**config.mk**
```make
export PLATFORM = sky130hd
export DESIGN_NAME = ptm_timer
export DESIGN_NICKNAME = d
export VERILOG_FILES = /design/src/ptm_pkg.sv /design/src/ptm_tick_if.sv /design/src/ptm_clk_sel.sv /design/src/ptm_timer.sv
export SDC_FILE = /design/constraint.sdc
export NUM_CORES = 1
export LEC_CHECK = 0
export BUFFER_PORTS_ARGS = -buffer_cell sky130_fd_sc_hd__buf_2
export CORE_MARGIN = 2
export CORE_UTILIZATION = 66
export DETAILED_ROUTE_END_ITERATION = 10
export GPL_TIMING_DRIVEN = 0
export PLACE_DENSITY = 0.86
export SETUP_SLACK_MARGIN = 0.15
export SLEW_MARGIN = 20
export SYNTH_ARGS = -nofsm -noshare
export SYNTH_HDL_FRONTEND = slang
export SYNTH_SLANG_ARGS = --single-unit
export TNS_END_PERCENT = 5
```
**constraint.sdc**
```tcl
create_clock -name clk_sys -period 4.1 [get_ports clk_sys]
set_input_delay 0.205 -clock clk_sys [delete_from_list [all_inputs] [get_ports clk_sys]]
set_output_delay 0.205 -clock clk_sys [all_outputs]
set_load 0.05 [all_outputs]
```
**src/ptm_pkg.sv**
```systemverilog
/*
  Package for the 10-bit periodic timer: register offsets, field positions,
  reset values, mode and clock-select encodings.
  Assumes a byte-wide register port with registers at the indices below.
*/
package ptm_pkg;

  // ****************************************
  // register indices (byte port, one per address)
  // ****************************************
  localparam logic [2:0] ADDR_CTRL0 = 3'h0;
  localparam logic [2:0] ADDR_CTRL1 = 3'h1;
  localparam logic [2:0] ADDR_CNT_LO = 3'h2;
  localparam logic [2:0] ADDR_CNT_HI = 3'h3;
  localparam logic [2:0] ADDR_CMPA_LO = 3'h4;
  localparam logic [2:0] ADDR_CMPA_HI = 3'h5;
  localparam logic [2:0] ADDR_PER_LO = 3'h6;
  localparam logic [2:0] ADDR_PER_HI = 3'h7;

  // ****************************************
  // field positions
  // ****************************************
  localparam int C0_PAUSE = 7;
  localparam int C0_CKSEL_LSB = 4;
  localparam int C0_RUN = 3;
  localparam int C1_MODE_LSB = 6;
  localparam int C1_PIN_LSB = 4;
  localparam int C1_INIT = 3;
  localparam int C1_INV = 2;
  localparam int C1_CLRSRC = 0;

  localparam logic [7:0] CTRL0_WMASK = 8'hF8;
  localparam logic [7:0] CTRL1_WMASK = 8'hFF;
  localparam logic [7:0] CTRL_RESET = 8'h00;
  localparam logic [9:0] CMP_RESET = 10'h000;
  localparam logic [9:0] CNT_MAX = 10'h3FF;

  // ****************************************
  // encodings
  // ****************************************
  localparam logic [1:0] MODE_CMP = 2'h0;
  localparam logic [1:0] MODE_PWM = 2'h2;
  localparam logic [1:0] MODE_TMR = 2'h3;

  localparam logic [1:0] PIN_NONE = 2'h0;
  localparam logic [1:0] PIN_LOW = 2'h1;
  localparam logic [1:0] PIN_HIGH = 2'h2;
  localparam logic [1:0] PIN_TOGGLE = 2'h3;

  localparam logic [2:0] CK_SYS4 = 3'h0;
  localparam logic [2:0] CK_SYS = 3'h1;
  localparam logic [2:0] CK_H16 = 3'h2;
  localparam logic [2:0] CK_H64 = 3'h3;
  localparam logic [2:0] CK_SUB0 = 3'h4;
  localparam logic [2:0] CK_SUB1 = 3'h5;
  localparam logic [2:0] CK_EXT_RISE = 3'h6;
  localparam logic [2:0] CK_EXT_FALL = 3'h7;

  localparam int SYS_DIV = 4;
  localparam int HIGH_DIV_A = 16;
  localparam int HIGH_DIV_B = 64;

  typedef enum logic [2:0] {
    PTM_OUT_IDLE = 3'b001,
    PTM_OUT_ACTIVE = 3'b010,
    PTM_OUT_DONE = 3'b100
  } ptm_pulse_type;

endpackage : ptm_pkg

```
**src/ptm_tick_if.sv**
```systemverilog
/*
  Interface carrying the count tick from the clock selector to the timer core.
  Assumes both ends run on the same system clock.
*/
`timescale 1ns/1ps
interface ptm_tick_if;
  logic [2:0] sel;
  logic tick;
  modport src (input sel, output tick);
  modport dst (output sel, input tick);
endinterface : ptm_tick_if

```
**src/ptm_clk_sel.sv**
```systemverilog
/*
  Count-clock selector: turns the chosen source into one-cycle ticks on clk_sys.
  Assumes high_clock and sub_clock are slow level inputs from other domains and
  that the external pin is slower than a third of clk_sys.
*/
`timescale 1ns/1ps
module ptm_clk_sel (
  input wire logic clk_sys,
  input wire logic rst_b,
  input wire logic high_clock,
  input wire logic sub_clock,
  input wire logic external_count_input,
  ptm_tick_if.src tk
);

  // ****************************************
  // three-stage synchronisers
  // ****************************************
  logic [2:0] ext_sync_reg;
  logic [2:0] high_sync_reg;
  logic [2:0] sub_sync_reg;
  logic [1:0] sys_div_reg;
  logic [5:0] high_div_reg;

  // a change counts only when stages two and three differ
  function automatic logic rise_f(input logic [2:0] s);
    rise_f = s[1] & ~s[2];
  endfunction : rise_f

  always_ff @(posedge clk_sys or negedge rst_b) begin
    if (!rst_b) begin
      ext_sync_reg <= 3'h0;
      high_sync_reg <= 3'h0;
      sub_sync_reg <= 3'h0;
    end else begin
      ext_sync_reg <= {ext_sync_reg[1:0], external_count_input};
      high_sync_reg <= {high_sync_reg[1:0], high_clock};
      sub_sync_reg <= {sub_sync_reg[1:0], sub_clock};
    end
  end

  // ****************************************
  // dividers
  // ****************************************
  always_ff @(posedge clk_sys or negedge rst_b) begin
    if (!rst_b) begin
      sys_div_reg <= 2'h0;
    end else begin
      sys_div_reg <= sys_div_reg + 2'h1;
    end
  end

  always_ff @(posedge clk_sys or negedge rst_b) begin
    if (!rst_b) begin
      high_div_reg <= 6'h00;
    end else if (rise_f(high_sync_reg)) begin
      high_div_reg <= high_div_reg + 6'h01;
    end
  end

  always_comb begin
    case (tk.sel)
      ptm_pkg::CK_SYS4: tk.tick = (sys_div_reg == 2'(ptm_pkg::SYS_DIV - 1));
      ptm_pkg::CK_SYS: tk.tick = 1'b1;
      ptm_pkg::CK_H16: tk.tick = rise_f(high_sync_reg)
        && (high_div_reg[3:0] == 4'(ptm_pkg::HIGH_DIV_A - 1));
      ptm_pkg::CK_H64: tk.tick = rise_f(high_sync_reg)
        && (high_div_reg == 6'(ptm_pkg::HIGH_DIV_B - 1));
      ptm_pkg::CK_SUB0, ptm_pkg::CK_SUB1: tk.tick = rise_f(sub_sync_reg);
      ptm_pkg::CK_EXT_RISE: tk.tick = rise_f(ext_sync_reg);
      ptm_pkg::CK_EXT_FALL: tk.tick = ext_sync_reg[2] & ~ext_sync_reg[1];
      default: tk.tick = 1'b0;
    endcase
  end

endmodule : ptm_clk_sel

```
**src/ptm_timer.sv**
```systemverilog
/*
  10-bit periodic timer top: register port, up-counter, comparators A and P,
  output pin logic for compare-match, PWM and single-pulse modes.
  Assumes a byte register port, one clock clk_sys, external pins asynchronous.
*/
`timescale 1ns/1ps
module ptm_timer #(
  parameter int CNT_W = 10
) (
  input wire logic clk_sys,
  input wire logic rst_b,
  input wire logic [2:0] reg_addr,
  input wire logic [7:0] reg_wdata,
  input wire logic reg_wr,
  input wire logic reg_rd,
  output logic [7:0] reg_rdata,
  input wire logic high_clock,
  input wire logic sub_clock,
  input wire logic external_count_input,
  output logic timer_output_pin,
  output logic timer_output_oe,
  output logic match_a_flag,
  output logic match_p_flag,
  output logic timer_request
);

  // the register pairs and hi_byte_f are laid out for ten bits only
  if (CNT_W != 10) begin : g_width_check
    $error("ptm_timer supports a counter width of 10 only");
  end

  // ****************************************
  // registers
  // ****************************************
  logic [7:0] ctrl0_reg;
  logic [7:0] ctrl1_reg;
  logic [CNT_W-1:0] cmp_a_reg;
  logic [CNT_W-1:0] per_reg;
  logic [CNT_W-1:0] cnt_reg;
  logic run_d_reg;
  logic pin_reg;
  logic run_clear_pulse;
  ptm_pkg::ptm_pulse_type pulse_state_reg;
  ptm_tick_if tk ();

  logic count_pause;
  logic [2:0] clock_source_select;
  logic timer_run;
  logic [1:0] operating_mode_select;
  logic [1:0] pin_action_select;
  logic output_initial_level;
  logic output_invert;
  logic clear_source_select;
  logic run_rise;
  logic match_a;
  logic match_p;
  logic overflow;
  logic cnt_clear;
  logic pwm_level;
  logic pulse_end;
  logic raw_level;
  logic pulse_mode;

  assign count_pause = ctrl0_reg[ptm_pkg::C0_PAUSE];
  assign clock_source_select = ctrl0_reg[ptm_pkg::C0_CKSEL_LSB +: 3];
  assign timer_run = ctrl0_reg[ptm_pkg::C0_RUN];
  assign operating_mode_select = ctrl1_reg[ptm_pkg::C1_MODE_LSB +: 2];
  assign pin_action_select = ctrl1_reg[ptm_pkg::C1_PIN_LSB +: 2];
  assign output_initial_level = ctrl1_reg[ptm_pkg::C1_INIT];
  assign output_invert = ctrl1_reg[ptm_pkg::C1_INV];
  assign clear_source_select = ctrl1_reg[ptm_pkg::C1_CLRSRC];
  assign run_rise = timer_run & ~run_d_reg;
  assign pulse_mode = (operating_mode_select == ptm_pkg::MODE_PWM)
    && (pin_action_select == ptm_pkg::PIN_TOGGLE);

  function automatic logic [7:0] hi_byte_f(input logic [CNT_W-1:0] v);
    hi_byte_f = {6'h00, v[9:8]};
  endfunction : hi_byte_f

  // ****************************************
  // count tick source
  // ****************************************
  assign tk.sel = clock_source_select;

  ptm_clk_sel u_clk_sel (
    .clk_sys(clk_sys),
    .rst_b(rst_b),
    .high_clock(high_clock),
    .sub_clock(sub_clock),
    .external_count_input(external_count_input),
    .tk(tk.src)
  );

  // ****************************************
  // register writes
  // ****************************************
  // a single pulse ends by clearing run itself; a software write to CTRL0
  // in the same cycle wins over that hardware clear
  assign pulse_end = (operating_mode_select == ptm_pkg::MODE_PWM)
    && (pin_action_select == ptm_pkg::PIN_TOGGLE) && timer_run && match_a;
  assign run_clear_pulse = pulse_end;

  always_ff @(posedge clk_sys or negedge rst_b) begin
    if (!rst_b) begin
      ctrl0_reg <= ptm_pkg::CTRL_RESET;
    end else if (reg_wr && reg_addr == ptm_pkg::ADDR_CTRL0) begin
      ctrl0_reg <= reg_wdata & ptm_pkg::CTRL0_WMASK;
    end else if (run_clear_pulse) begin
      ctrl0_reg[ptm_pkg::C0_RUN] <= 1'b0;
    end
  end

  always_ff @(posedge clk_sys or negedge rst_b) begin
    if (!rst_b) begin
      ctrl1_reg <= ptm_pkg::CTRL_RESET;
    end else if (reg_wr && reg_addr == ptm_pkg::ADDR_CTRL1) begin
      // reserved bit 1 is stored as written; software keeps it zero
      ctrl1_reg <= reg_wdata & ptm_pkg::CTRL1_WMASK;
    end
  end

  always_ff @(posedge clk_sys or negedge rst_b) begin
    if (!rst_b) begin
      cmp_a_reg <= ptm_pkg::CMP_RESET;
      per_reg <= ptm_pkg::CMP_RESET;
    end else if (reg_wr) begin
      case (reg_addr)
        ptm_pkg::ADDR_CMPA_LO: cmp_a_reg[7:0] <= reg_wdata;
        ptm_pkg::ADDR_CMPA_HI: cmp_a_reg[9:8] <= reg_wdata[1:0];
        ptm_pkg::ADDR_PER_LO: per_reg[7:0] <= reg_wdata;
        ptm_pkg::ADDR_PER_HI: per_reg[9:8] <= reg_wdata[1:0];
        default: ;
      endcase
    end
  end

  // ****************************************
  // register reads, data one cycle after strobe
  // ****************************************
  // data fall back to zero outside the answer cycle so no stale byte lingers
  always_ff @(posedge clk_sys or negedge rst_b) begin
    if (!rst_b) begin
      reg_rdata <= 8'h00;
    end else if (reg_rd) begin
      case (reg_addr)
        ptm_pkg::ADDR_CTRL0: reg_rdata <= ctrl0_reg;
        ptm_pkg::ADDR_CTRL1: reg_rdata <= ctrl1_reg;
        ptm_pkg::ADDR_CNT_LO: reg_rdata <= cnt_reg[7:0];
        ptm_pkg::ADDR_CNT_HI: reg_rdata <= hi_byte_f(cnt_reg);
        ptm_pkg::ADDR_CMPA_LO: reg_rdata <= cmp_a_reg[7:0];
        ptm_pkg::ADDR_CMPA_HI: reg_rdata <= hi_byte_f(cmp_a_reg);
        ptm_pkg::ADDR_PER_LO: reg_rdata <= per_reg[7:0];
        ptm_pkg::ADDR_PER_HI: reg_rdata <= hi_byte_f(per_reg);
        default: reg_rdata <= 8'h00;
      endcase
    end else begin
      reg_rdata <= 8'h00;
    end
  end

  // ****************************************
  // comparators and clear selection
  // ****************************************
  // matches only count on a tick, so each event is a single cycle
  // matching on count+1 clears on the very tick that would reach the value
  assign match_a = tk.tick && timer_run && !count_pause
    && (cmp_a_reg != ptm_pkg::CMP_RESET) && (cnt_reg + 10'h001 == cmp_a_reg);
  assign match_p = tk.tick && timer_run && !count_pause
    && (per_reg != ptm_pkg::CMP_RESET) && (cnt_reg + 10'h001 == per_reg);
  assign overflow = tk.tick && timer_run && !count_pause
    && (cnt_reg == ptm_pkg::CNT_MAX);

  always_comb begin
    if (pulse_mode) begin
      // the period compare plays no part in a single pulse; only A ends it
      cnt_clear = overflow;
    end else if (operating_mode_select == ptm_pkg::MODE_PWM) begin
      // period value sets the cycle; zero lets it wrap at 1024
      cnt_clear = match_p || overflow;
    end else if (clear_source_select) begin
      cnt_clear = match_a || overflow;
    end else begin
      cnt_clear = match_p || overflow;
    end
  end

  // ****************************************
  // counter
  // ****************************************
  // run edge comes from a registered copy, so a held run bit starts only once
  always_ff @(posedge clk_sys or negedge rst_b) begin
    if (!rst_b) begin
      run_d_reg <= 1'b0;
    end else begin
      run_d_reg <= timer_run;
    end
  end

  always_ff @(posedge clk_sys or negedge rst_b) begin
    if (!rst_b) begin
      cnt_reg <= 10'h000;
    end else if (run_rise) begin
      cnt_reg <= 10'h000;
    end else if (!timer_run || count_pause) begin
      cnt_reg <= cnt_reg;
    end else if (tk.tick) begin
      if (pulse_end) begin
        // a finished pulse parks the counter on the A value
        cnt_reg <= cmp_a_reg;
      end else if (cnt_clear) begin
        cnt_reg <= 10'h000;
      end else begin
        cnt_reg <= cnt_reg + 10'h001;
      end
    end
  end

  // ****************************************
  // match flags and request
  // ****************************************
  // flags are one-cycle pulses; a collector outside the block latches them
  always_ff @(posedge clk_sys or negedge rst_b) begin
    if (!rst_b) begin
      match_a_flag <= 1'b0;
      match_p_flag <= 1'b0;
      timer_request <= 1'b0;
    end else begin
      match_a_flag <= match_a;
      match_p_flag <= match_p && (operating_mode_select == ptm_pkg::MODE_PWM
        || !clear_source_select);
      timer_request <= match_a || cnt_clear;
    end
  end

  // ****************************************
  // output pin
  // ****************************************
  // pwm active while count is below duty; duty at or above period is full on
  // a duty of zero keeps the pin inactive for the whole period
  always_comb begin
    if (cmp_a_reg == ptm_pkg::CMP_RESET) begin
      pwm_level = 1'b0;
    end else if (per_reg != ptm_pkg::CMP_RESET && cmp_a_reg >= per_reg) begin
      pwm_level = 1'b1;
    end else begin
      pwm_level = (cnt_reg < cmp_a_reg);
    end
  end

  always_ff @(posedge clk_sys or negedge rst_b) begin
    if (!rst_b) begin
      pin_reg <= 1'b0;
    end else if (run_rise) begin
      pin_reg <= output_initial_level;
    end else if (operating_mode_select == ptm_pkg::MODE_CMP && match_a) begin
      case (pin_action_select)
        ptm_pkg::PIN_LOW: pin_reg <= 1'b0;
        ptm_pkg::PIN_HIGH: pin_reg <= 1'b1;
        ptm_pkg::PIN_TOGGLE: pin_reg <= ~pin_reg;
        default: pin_reg <= pin_reg;
      endcase
    end
  end

  // the pulse state follows run in every mode, so a pulse selected while run is held
  // starts in the active state, and after a stop from the finished state until run rises again
  always_ff @(posedge clk_sys or negedge rst_b) begin
    if (!rst_b) begin
      pulse_state_reg <= ptm_pkg::PTM_OUT_IDLE;
    end else begin
      case (pulse_state_reg)
        ptm_pkg::PTM_OUT_IDLE: if (run_rise) pulse_state_reg <= ptm_pkg::PTM_OUT_ACTIVE;
        ptm_pkg::PTM_OUT_ACTIVE: if (!timer_run || pulse_end) begin
          pulse_state_reg <= ptm_pkg::PTM_OUT_DONE;
        end
        ptm_pkg::PTM_OUT_DONE: if (run_rise) pulse_state_reg <= ptm_pkg::PTM_OUT_ACTIVE;
        default: pulse_state_reg <= ptm_pkg::PTM_OUT_IDLE;
      endcase
    end
  end

  always_comb begin
    if (operating_mode_select == ptm_pkg::MODE_PWM) begin
      case (pin_action_select)
        ptm_pkg::PIN_NONE: raw_level = ~output_initial_level;
        ptm_pkg::PIN_LOW: raw_level = output_initial_level;
        ptm_pkg::PIN_HIGH: raw_level = pwm_level ? output_initial_level : ~output_initial_level;
        default: raw_level = (pulse_state_reg == ptm_pkg::PTM_OUT_ACTIVE)
          ? output_initial_level : ~output_initial_level;
      endcase
    end else begin
      raw_level = pin_reg;
    end
  end

  // the pin is only driven while the timer is in an output mode
  // modes 01 and 11 leave the pad to its other functions
  always_ff @(posedge clk_sys or negedge rst_b) begin
    if (!rst_b) begin
      timer_output_pin <= 1'b0;
      timer_output_oe <= 1'b0;
    end else begin
      // inversion is left out in timer mode, where the pin is not ours
      timer_output_pin <= raw_level
        ^ (output_invert && operating_mode_select != ptm_pkg::MODE_TMR);
      timer_output_oe <= (operating_mode_select == ptm_pkg::MODE_CMP)
        || (operating_mode_select == ptm_pkg::MODE_PWM);
    end
  end

endmodule : ptm_timer

```
==> results of run 1 <==
-- area by class of cell --
| type | count | area, sq um | share of cell area |
|---|---|---|---|
| Clock inverter | 7 | 87.6 | 0.0162 |
| Sequential cell | 78 | 1950 | 0.362 |
| Multi-Input combinational cell | 360 | 2650 | 0.491 |
| Tap cell | 99 | 124 | 0.0229 |
| Inverter | 40 | 150 | 0.0278 |
| Timing Repair Buffer | 34 | 215 | 0.0399 |
| Clock buffer | 9 | 124 | 0.0229 |
| Buffer | 23 | 96.3 | 0.0178 |
-- kinds of logic (layout without fill, tap and decap cells) --
| kind of cell | count (synthesis) | in the layout | synth area share |
|---|---|---|---|
| and+or+nand+nor | 151 | 151 | 0.168 |
| AOI/OAI and AO/OA | 122 | 122 | 0.174 |
| DFF | 78 | 78 | 0.403 |
| buffers and inverters | 63 | 113 | 0.0509 |
| xor gates and xnor gates | 32 | 32 | 0.0666 |
| muxes | 28 | 28 | 0.0676 |
| adders and majority gates | 27 | 27 | 0.0697 |
-- routing by layer --
layer  global-route usage  part of all wire  up-vias
li1                     -                 -     1909
met1                0.464              0.41     2090
met2                0.543              0.46      254
met3               0.0604             0.082       60
met4                0.162             0.045        0
met5                    0                 0        -
-- metrics by stage --
| stage | instances | worst slack, ns | total power (W) |
|---|---|---|---|
| after floorplan | 501 | 1.39 | 0.00161 |
| after global placement | 629 | 0.558 | 0.00182 |
| after detailed placement | 630 | 0.610 | 0.00186 |
| after CTS | 650 | 0.567 | 0.00249 |
| after global routing | 650 | 0.197 | 0.00264 |
| final | 650 | 0.438 | 0.00250 |
-- critical path, delay by kind of cell, from the launching register on --
family                   cells  cell delay (ns)
AO/OA/AOI/OAI                3             1.03
adder cells (fa/ha/maj)      1             0.38
buffers and inverters        2             0.40
flip-flops                   1             0.57
AND/OR/NAND/NOR              5             1.15
-- cell usage after synthesis, types with 3 or more instances --
cell	number
nand2b_1	4
a221o_1	3
nor2_1	25
o21ai_0	27
nand4b_1	3
xnor2_1	21
a21o_1	3
nor3_1	6
a22oi_1	5
ha_1	27
o22ai_1	5
nand2_1	43
dfrtp_1	77
a221oi_1	4
mux2_2	24
inv_1	39
o221ai_1	3
nand3_1	18
clkbuf_1	15
o211a_1	6
and2_1	3
o21ai_1	5
xor2_1	8
a2bb2oi_1	4
nand4_1	5
buf_2	5
a2111oi_0	4
nor2b_1	10
and3_1	8
nand3b_1	3
a21oi_1	24
nor4_1	7
a32oi_1	4
a211oi_1	7
and4_1	4
-- power groups by stage --
stage	Combinational [W]	Sequential [W]	Clock (W)
global placement	0.000733	0.00108	0
floorplan	0.000524	0.00108	0
CTS	0.000778	0.00108	0.000629
detailed placement	0.000765	0.00109	0
finish	0.000785	0.00109	0.000628
global route	0.000869	0.00110	0.000664
-- how the worst max path moves through the flow --
stage,from,endpoint,slack (ns),cells after the start
after floorplan,cnt_reg[0]$_DFFE_PN0P_,cnt_reg[2]$_DFFE_PN0P_,1.39,11
after global placement,cnt_reg[0]$_DFFE_PN0P_,cnt_reg[2]$_DFFE_PN0P_,0.56,11
after detailed placement,cnt_reg[0]$_DFFE_PN0P_,cnt_reg[2]$_DFFE_PN0P_,0.61,11
after CTS,cnt_reg[0]$_DFFE_PN0P_,cnt_reg[2]$_DFFE_PN0P_,0.57,11
after global routing,cnt_reg[0]$_DFFE_PN0P_,cnt_reg[2]$_DFFE_PN0P_,0.20,11
final,cnt_reg[0]$_DFFE_PN0P_,cnt_reg[2]$_DFFE_PN0P_,0.44,11
-- timing repair --
action	CTS	global route
hold buffers	4	0
resized for setup	0	1
endpoints found under the setup margin	0	1
endpoints found under the hold margin	32	0
==> out/results.ini, run 1 <==
[clocking]
cts_root_buf = clkbuf_8
cts_tree = yes
h-tree-depth = 3
cts_buffers = 9
cts.sinks = 78
clk_path_buf_depth = 2
post-cts-setup-buffers = 0
insertion_delay_ns = 0.37
path_clk_slew_ns = 0.10

[synth]
synth_top_cell_area_share = 0.398
synthArstFlopShare = 1.00
synth_edf_count = 0
syn_inst = 501
avgSynthCellArea_sq_um = 9.67
synth.top_cells.by_area = dfrtp_1, ha_1, mux2_2, xnor2_1, nand2_1
synth.net_count = 546
ys_ff_latch = 78
synth_cell_types = 69
synth-main-ff-cell = dfrtp_1
yosysTopAreaCell = dfrtp_1
yosys_warnings = 0
ys_seq_area_frac = 0.403
synth_area_sq_mm = 0.00485

[run_status]
status = completed

[die]
die_area_sq_mm = 0.00805
rows = 31
chipHeight_microns = 89.7
core_area_sq_mm = 0.00718
ios = 31
start_util = 0.676
die_w_microns = 89.7

[sta]
fmax_mhz = 273
tns_ns = 0
finalHoldViolCount = 0
slew_headroom = 0.440
finClkSkew_ns = 0.0110
fin_crit_ns = 3.66
fin_crit_sh = 0.893
tightest_slew_ns = 0.833
whs_ns = 0.0892
setup_viol = 0
slew_violations = 0
grt_setup_unrepaired = no

[power_and_ir_drop]
clkPwrFrac = 0.251
p_seq_frac = 0.435
swShare = 0.385
leakagePower_nw = 2.47
p_sw_w = 0.000964
combPwrFrac = 0.314
intPower_w = 0.00154
power.density_mw_per_mm2 = 463
vdd_drop_max_mv = 0.422

[final_layout]
layout.nets = 591
utilization = 0.753
antenna_cells = 0
drive_gt1_frac = 0.163
mostFrequentLayoutCell = dfrtp_1
nFillCells = 515
area_growth_pct = 11.4
final_cell_mix = dfrtp_1, nand2_1, inv_1, buf_2
finish.instance_area_sq_mm = 0.00540

[critical_path]
reg2regPathDepth = 11
slowest_stage = dfrtp_1
worstPathCellList = ha_1, inv_1, nor4_4, nor2_1, a2111oi_0, nand4b_1, o22ai_2, nor4_2, buf_2, a221oi_1, nor2_1
r2r-start = cnt_reg[0]$_DFFE_PN0P_
criticalPathCategory = register to register
worst-r2r-setup-slack_ns = 0.44
crit_path_frequent_cell = nor2_1
cp-end-kind = register
required_ns = 4.35
r2r-end = cnt_reg[2]$_DFFE_PN0P_
critPathMaxFanout = 10
critPathMaxStageDelay_ns = 0.57
cp-start-kind = register
critical_path_arrival_ns = 3.92

[detailed_routing]
viasPerCell = 6.64
postRouteAntennaNets = 0
drc = 0
drt_iter0_markers = 444
post_drt_wl_per_cell_microns = 20.2
via_count = 4313
wl_microns = 13100
first_pass_iters = 6

[worst_hold_path]
hold_path.class = input pin to register
hp-start = reg_wdata[2]
worstHoldEndpoint = cmp_a_reg[2]$_DFFE_PN0P_
min_path_cells = 3

[global_route]
track_usage = 0.343
grt_pass1_vias = 4258
grt_pass1_wl_microns = 21800
grt_max_degree = 49
overflow = 0
grt_antenna_before_repair = 0

[flow_run]
max_cap_violations = 0

[place]
port_buffers = 29
place_area_sq_mm = 0.00515
post-dp-hpwl_microns = 9710
place_congestion = 0.964

(Power assumes the default switching activity.)
==> run 2, diff against run 1 <==
--- a/config.mk
+++ b/config.mk
@@ -6,10 +6,11 @@
 export NUM_CORES = 1
 export LEC_CHECK = 0
 export BUFFER_PORTS_ARGS = -buffer_cell sky130_fd_sc_hd__buf_2
+export CAP_MARGIN = 25
 export CORE_MARGIN = 2
 export CORE_UTILIZATION = 66
 export DETAILED_ROUTE_END_ITERATION = 10
-export GPL_TIMING_DRIVEN = 0
+export MAX_ROUTING_LAYER = met4
 export PLACE_DENSITY = 0.86
 export SETUP_SLACK_MARGIN = 0.15
 export SLEW_MARGIN = 20
==> run 2 against run 1 <==
Global-route usage is 0.29 points higher. Clock power grew 6.7%. Sequential share of layout area grew 0.32 points. Critical path depth stayed put. Sequential power is essentially flat. Via count down 1.2%. Critical path type unchanged. Fmax rose by 11%. Non-clock buffer count shrank 20. Clock-buffer cell count did not move. First-iteration DRC count fell by 1.1%. Cell count fell by 3.1%. Combinational power fell by 1%.
==> out/results.ini, run 2 (synthesized netlist as in run 1, its figures left out) <==
[critical_path]
worst-r2r-setup-slack_ns = 0.79  ; +0.35 ns
cp-start-kind = register
r2r-end = cnt_reg[1]$_DFFE_PN0P_
critPathMaxFanout = 15  ; +5
r2r-start = cnt_reg[0]$_DFFE_PN0P_
required_ns = 4.34  ; about the same
critical_path_arrival_ns = 3.55  ; -0.37 ns
cp-end-kind = register
criticalPathCategory = register to register
reg2regPathDepth = 11  ; unchanged

[die]
core_area_sq_mm = 0.00718  ; unchanged
ios = 31  ; unchanged
rows = 31  ; unchanged
start_util = 0.676  ; unchanged
die_area_sq_mm = 0.00805  ; unchanged
chipHeight_microns = 89.7  ; unchanged
die_w_microns = 89.7  ; unchanged

[place]
place_congestion = 0.973  ; +1.0%
port_buffers = 30  ; +3.4%
post-dp-hpwl_microns = 9380  ; -3.4%
dp_slack_ns = 0.950  ; +0.340 ns
place_area_sq_mm = 0.00505  ; -1.9%

[worst_hold_path]
hp-start = reg_wdata[2]
hold_path.class = input pin to register
worstHoldEndpoint = cmp_a_reg[2]$_DFFE_PN0P_
min_path_cells = 3  ; unchanged

[final_layout]
antenna_cells = 0  ; unchanged
finish.instance_area_sq_mm = 0.00535  ; -0.88%
area_growth_pct = 10.4
mostFrequentLayoutCell = dfrtp_1
layout.nets = 571  ; -3.4%
utilization = 0.746  ; -0.00663
final_cell_mix = dfrtp_1, nand2_1, inv_1, buf_2
drive_gt1_frac = 0.164  ; +0.000502

[global_route]
overflow = 0  ; unchanged
met1_usage = 0.453  ; -0.0111
grt_pass1_wl_microns = 21400  ; -2.0%
grt_max_degree = 79  ; +61%
grt_pass1_vias = 4192  ; -1.6%
busiest_layer = met2
grt_util_met3 = 0.0478  ; -0.0126
track_usage = 0.346  ; +0.00289
grt_antenna_before_repair = 0  ; unchanged
use_met2 = 0.552  ; +0.00884

[sta]
slew_violations = 0  ; unchanged
fmax_mhz = 302  ; +11%
worst_slack_ns = 0.791  ; +0.354 ns
tightest_slew_ns = 0.829  ; -0.00422 ns
setup_viol = 0  ; unchanged
tns_ns = 0  ; unchanged
finClkSkew_ns = 0.0135  ; +0.00241 ns
slew_headroom = 0.446  ; +0.00680
whs_ns = 0.117  ; +0.0277 ns
finalHoldViolCount = 0  ; unchanged
fin_crit_ns = 3.31  ; -0.354 ns
grt_setup_unrepaired = no
fin_crit_sh = 0.807  ; -0.0862

[power_and_ir_drop]
p_sw_w = 0.000959  ; -0.52%
combPwrFrac = 0.304  ; -0.010
leakagePower_nw = 2.44  ; -1.2%
p_seq_frac = 0.434  ; about the same
power.density_mw_per_mm2 = 477  ; +2.9%
swShare = 0.376  ; -0.00950
clkPwrFrac = 0.262  ; +0.011
intPower_w = 0.00159  ; +3.6%
vdd_drop_max_mv = 0.391  ; -7.2%

[clocking]
cts.sinks = 78  ; unchanged
insertion_delay_ns = 0.35  ; -0.02 ns
cts_tree = yes
clk_path_buf_depth = 2  ; unchanged
cts_root_buf = clkbuf_8
post_cts_resized = 0  ; unchanged
cts_buffers = 9  ; unchanged
path_clk_slew_ns = 0.09  ; about the same
cts_hold_buffers = 3  ; -1
post-cts-setup-buffers = 0  ; unchanged
h-tree-depth = 3  ; unchanged

[detailed_routing]
drt_iter0_markers = 439  ; -1.1%
drc = 0  ; unchanged
viasPerCell = 6.76  ; +1.9%
post_drt_wl_per_cell_microns = 21.0  ; +3.9%
via_count = 4260  ; -1.2%
postRouteAntennaNets = 0  ; unchanged
wl_microns = 13200  ; +0.73%
first_pass_iters = 5  ; -1

[flow_run]
max_cap_violations = 0  ; unchanged

[run_status]
status = completed

run 2: power groups by stage:
stage          registers, W  clock network (W)  logic, W
2_1_floorplan       0.00108                  0  0.000524
3_3_place_gp        0.00110                  0  0.000711
3_5_place_dp        0.00111                  0  0.000744
4_1_cts             0.00109           0.000668  0.000759
5_1_grt             0.00112           0.000701  0.000845
6_report            0.00111           0.000670  0.000776
run 2: worst max-delay path, cell delays in order, from the launching register on:
cell,delay (ns)
dfrtp_1,0.50
ha_1,0.36
inv_1,0.17
nor4_4,0.45
nor2_1,0.14
a2111oi_0,0.45
nand4b_1,0.20
nor2_1,0.30
nor4_2,0.06
buf_4,0.20
a222oi_1,0.28
inv_1,0.07
run 2: cell type report:
type | instances | area, sq um
tap | 99 | 124
fill | 488 | 1820
inverter | 40 | 150
multi-input combinational | 360 | 2660
sequential | 78 | 1950
timing repair buffer | 37 | 235
clock inverter | 7 | 104
clock buffer | 9 | 124
run 2: routing by layer:
metal / vias up / share of wire / wire, microns
met5: - / 0 / 0
li1: 1869 / - / -
met2: 263 / 0.48 / 6350
met4: 0 / 0.036 / 482
met3: 47 / 0.088 / 1160
met1: 2081 / 0.40 / 5220
run 2: worst max-delay path by stage:
stage | slack, ns | to | from | depth (start not counted)
final | 0.79 | cnt_reg[1]$_DFFE_PN0P_ | cnt_reg[0]$_DFFE_PN0P_ | 11
after global routing | 0.54 | cnt_reg[1]$_DFFE_PN0P_ | cnt_reg[0]$_DFFE_PN0P_ | 11
after CTS | 0.92 | cnt_reg[2]$_DFFE_PN0P_ | cnt_reg[0]$_DFFE_PN0P_ | 11
after detailed placement | 0.95 | cnt_reg[1]$_DFFE_PN0P_ | cnt_reg[0]$_DFFE_PN0P_ | 11
after global placement | 1.10 | cnt_reg[2]$_DFFE_PN0P_ | cnt_reg[0]$_DFFE_PN0P_ | 11
after floorplan | 1.39 | cnt_reg[2]$_DFFE_PN0P_ | cnt_reg[0]$_DFFE_PN0P_ | 11
run 2: metrics by stage:
step                      total power [W]  std cells
after floorplan                   0.00161        501
after global placement            0.00181        609
final                             0.00255        630
after detailed placement          0.00185        609
after CTS                         0.00252        628
after global routing              0.00267        630
==> run 3, diff against run 2 <==
--- a/config.mk
+++ b/config.mk
@@ -8,10 +8,10 @@
 export BUFFER_PORTS_ARGS = -buffer_cell sky130_fd_sc_hd__buf_2
 export CAP_MARGIN = 25
 export CORE_MARGIN = 2
-export CORE_UTILIZATION = 66
+export CORE_UTILIZATION = 61
 export DETAILED_ROUTE_END_ITERATION = 10
 export MAX_ROUTING_LAYER = met4
-export PLACE_DENSITY = 0.86
+export PLACE_DENSITY = 0.8
 export SETUP_SLACK_MARGIN = 0.15
 export SLEW_MARGIN = 20
 export SYNTH_ARGS = -nofsm -noshare
==> constraint.sdc (replaced) <==
create_clock -name clk_sys -period 3.1 [get_ports clk_sys]
set_input_delay 0.155 -clock clk_sys [delete_from_list [all_inputs] [get_ports clk_sys]]
set_output_delay 0.155 -clock clk_sys [all_outputs]
set_load 0.05 [all_outputs]
==> run 3 against run 2 <==
Clock-buffer cell count did not move. Power rose by 32%. Wire length rose by 1.8%. Sequential power rose by 30%. Core utilization fell by 2.9 points. Flip-flop and latch count did not move. Non-clock buffer count rose by 21. Fmax rose by 18%. Sequential share of layout area fell by 1.2 points. Combinational power rose by 42%. Worst setup slack got worse by 0.51 ns. Largest cell class unchanged. Highest routed layer unchanged.
==> out/results.ini, run 3 (synthesized netlist as in run 1, its figures left out) <==
[sta]
grt_setup_unrepaired = yes
finalHoldViolCount = 0  ; unchanged
finClkSkew_ns = 0.0188  ; +0.00532 ns
setup_viol = 0  ; unchanged
whs_ns = 0.0345  ; -0.0823 ns
fmax_mhz = 355  ; +18%
fin_crit_ns = 2.81  ; -0.494 ns
slew_violations = 0  ; unchanged
fin_crit_sh = 0.908  ; +0.101
tightest_slew_ns = 0.766  ; -0.0626 ns
worst_slack_ns = 0.285  ; -0.506 ns
slew_headroom = 0.485  ; +0.0386

[clocking]
cts_buffers = 9  ; unchanged
path_clk_slew_ns = 0.09  ; about the same
cts.sinks = 78  ; unchanged
clk_path_buf_depth = 2  ; unchanged
cts_root_buf = clkbuf_8
insertion_delay_ns = 0.37  ; +0.02 ns
h-tree-depth = 3  ; unchanged
cts_tree = yes

[critical_path]
criticalPathCategory = register to register
required_ns = 3.35  ; -0.99 ns
slowest_stage = dfrtp_1
critPathMaxFanout = 9  ; -6
cp-end-kind = register
critPathMaxStageDelay_ns = 0.40  ; -0.10 ns
path_buf_inv = 2  ; -1
critical_path_arrival_ns = 3.06  ; -0.49 ns
critical_path.top_delay_family = compound AO/OA/AOI/OAI gates
cp-start-kind = register
worstPathCellList = ha_4, inv_1, nor3_4, xnor3_1, a2111oi_2, nand4b_1, o22ai_2, nor4_4, buf_4, a221oi_1, nor2_1

[global_route]
grt_pass1_vias = 4178  ; -0.33%
grt_antenna_before_repair = 0  ; unchanged
overflow = 0  ; unchanged
grt_max_degree = 79  ; unchanged
track_usage = 0.338  ; -0.00724
grt_pass1_wl_microns = 21700  ; +1.3%

[final_layout]
mostFrequentLayoutCell = dfrtp_1
area_growth_pct = 14.3
finish.instance_area_sq_mm = 0.00554  ; +3.5%
nFillCells = 587  ; +20%
drive_gt1_frac = 0.217  ; +0.0535
antenna_cells = 0  ; unchanged
final_cell_mix = dfrtp_1, nand2_1, inv_1, buf_2, o21ai_0
layout.nets = 592  ; +3.7%

[power_and_ir_drop]
vdd_drop_max_mv = 0.414  ; +5.8%
power.density_mw_per_mm2 = 609  ; +28%
leakagePower_nw = 2.54  ; +4.3%
power_w = 0.00338  ; +32%

[detailed_routing]
drc = 0  ; unchanged
wl_microns = 13500  ; +1.8%
drt_iter0_markers = 354  ; -19%
postRouteAntennaNets = 0  ; unchanged
via_count = 4230  ; -0.70%
post_drt_wl_per_cell_microns = 20.6  ; -1.9%
viasPerCell = 6.47  ; -4.3%
first_pass_iters = 5  ; unchanged

[place]
place_area_sq_mm = 0.00515  ; +2.0%
dp_slack_ns = -0.0445  ; -0.995 ns
port_buffers = 30  ; unchanged
post-dp-hpwl_microns = 9540  ; +1.7%
place_congestion = 0.981  ; +0.75%

[run_status]
status = completed

[die]
die_w_microns = 93.1  ; +3.8%
die_area_sq_mm = 0.00868  ; +7.8%
chipHeight_microns = 93.1  ; +3.8%
rows = 32  ; +3.2%
core_area_sq_mm = 0.00773  ; +7.7%
start_util = 0.627  ; -0.0482
ios = 31  ; unchanged

[worst_hold_path]
hold_path.class = input pin to register

[flow_run]
max_cap_violations = 0  ; unchanged

-- run 3: cell type report --
type | count | area [sq um] | area share
multi-input combinational | 360 | 2720 | 0.490
timing repair buffer | 58 | 377 | 0.0680
tap | 102 | 128 | 0.0230
sequential | 78 | 1960 | 0.353
inverter | 40 | 150 | 0.0271
clock inverter | 7 | 90.1 | 0.0163
clock buffer | 9 | 124 | 0.0224
-- run 3: final timing paths --
kind | start | endpoint | slack (ns) | cells past startpoint
worst max-delay path | cnt_reg[0]$_DFFE_PN0P_ | cnt_reg[2]$_DFFE_PN0P_ | 0.29 | 11
worst min-delay path | reg_wdata[2] | cmp_a_reg[2]$_DFFE_PN0P_ | 0.03 | 3
worst max register to register | cnt_reg[0]$_DFFE_PN0P_ | cnt_reg[2]$_DFFE_PN0P_ | 0.29 | 11
worst min register to register | u_clk_sel.high_sync_reg[0]$_DFF_PN0_ | u_clk_sel.high_sync_reg[1]$_DFF_PN0_ | 0.36 | 0
max in group asynchronous | rst_b | cnt_reg[4]$_DFFE_PN0P_ | 2.16 | 2
min in group asynchronous | rst_b | cnt_reg[3]$_DFFE_PN0P_ | 0.36 | 2
-- run 3: layer usage --
| metal | routed length [microns] | GRT usage | vias to the layer above |
|---|---|---|---|
| met4 | 595 | 0.147 | 0 |
| met3 | 857 | 0.0500 | 53 |
| li1 | - | - | 1907 |
| met5 | 0 | - | - |
| met2 | 6270 | 0.522 | 206 |
| met1 | 5730 | 0.451 | 2064 |
-- run 3: per-stage QoR --
step | setup TNS (ns) | cells | util
2_1_floorplan | 0 | 501 | -
3_5_place_dp | -0.0445 | 624 | 0.667
4_1_cts | 0 | 644 | 0.700
5_1_grt | 0 | 654 | 0.717
3_3_place_gp | -0.0371 | 624 | 0.665
6_report | 0 | 654 | 0.717
-- run 3: power by group --
group          internal, W  total [W]  switching [W]  leakage, nW
clock             0.000390   0.000834       0.000444        0.101
combinational     0.000484    0.00110       0.000616         1.47
sequential         0.00120    0.00144       0.000239        0.969
total              0.00208    0.00338        0.00130         2.54
-- run 3: worst reg2reg max path, stage by stage (launching register included) --
cell       delay (ns)
dfrtp_1          0.40
ha_4             0.19
inv_1            0.12
nor3_4           0.19
xnor3_1          0.29
a2111oi_2        0.40
nand4b_1         0.26
o22ai_2          0.23
nor4_4           0.08
buf_4            0.17
a221oi_1         0.28
nor2_1           0.08
-- run 3: timing repair --
action / CTS / global route
endpoints found under the hold margin: 32 / 0
pin swaps: 1 / 7
hold buffers: 4 / 0
resized for setup: 4 / 13
endpoints found under the setup margin: 10 / 11
buffers inserted: 0 / 10
cloned: 0 / 0
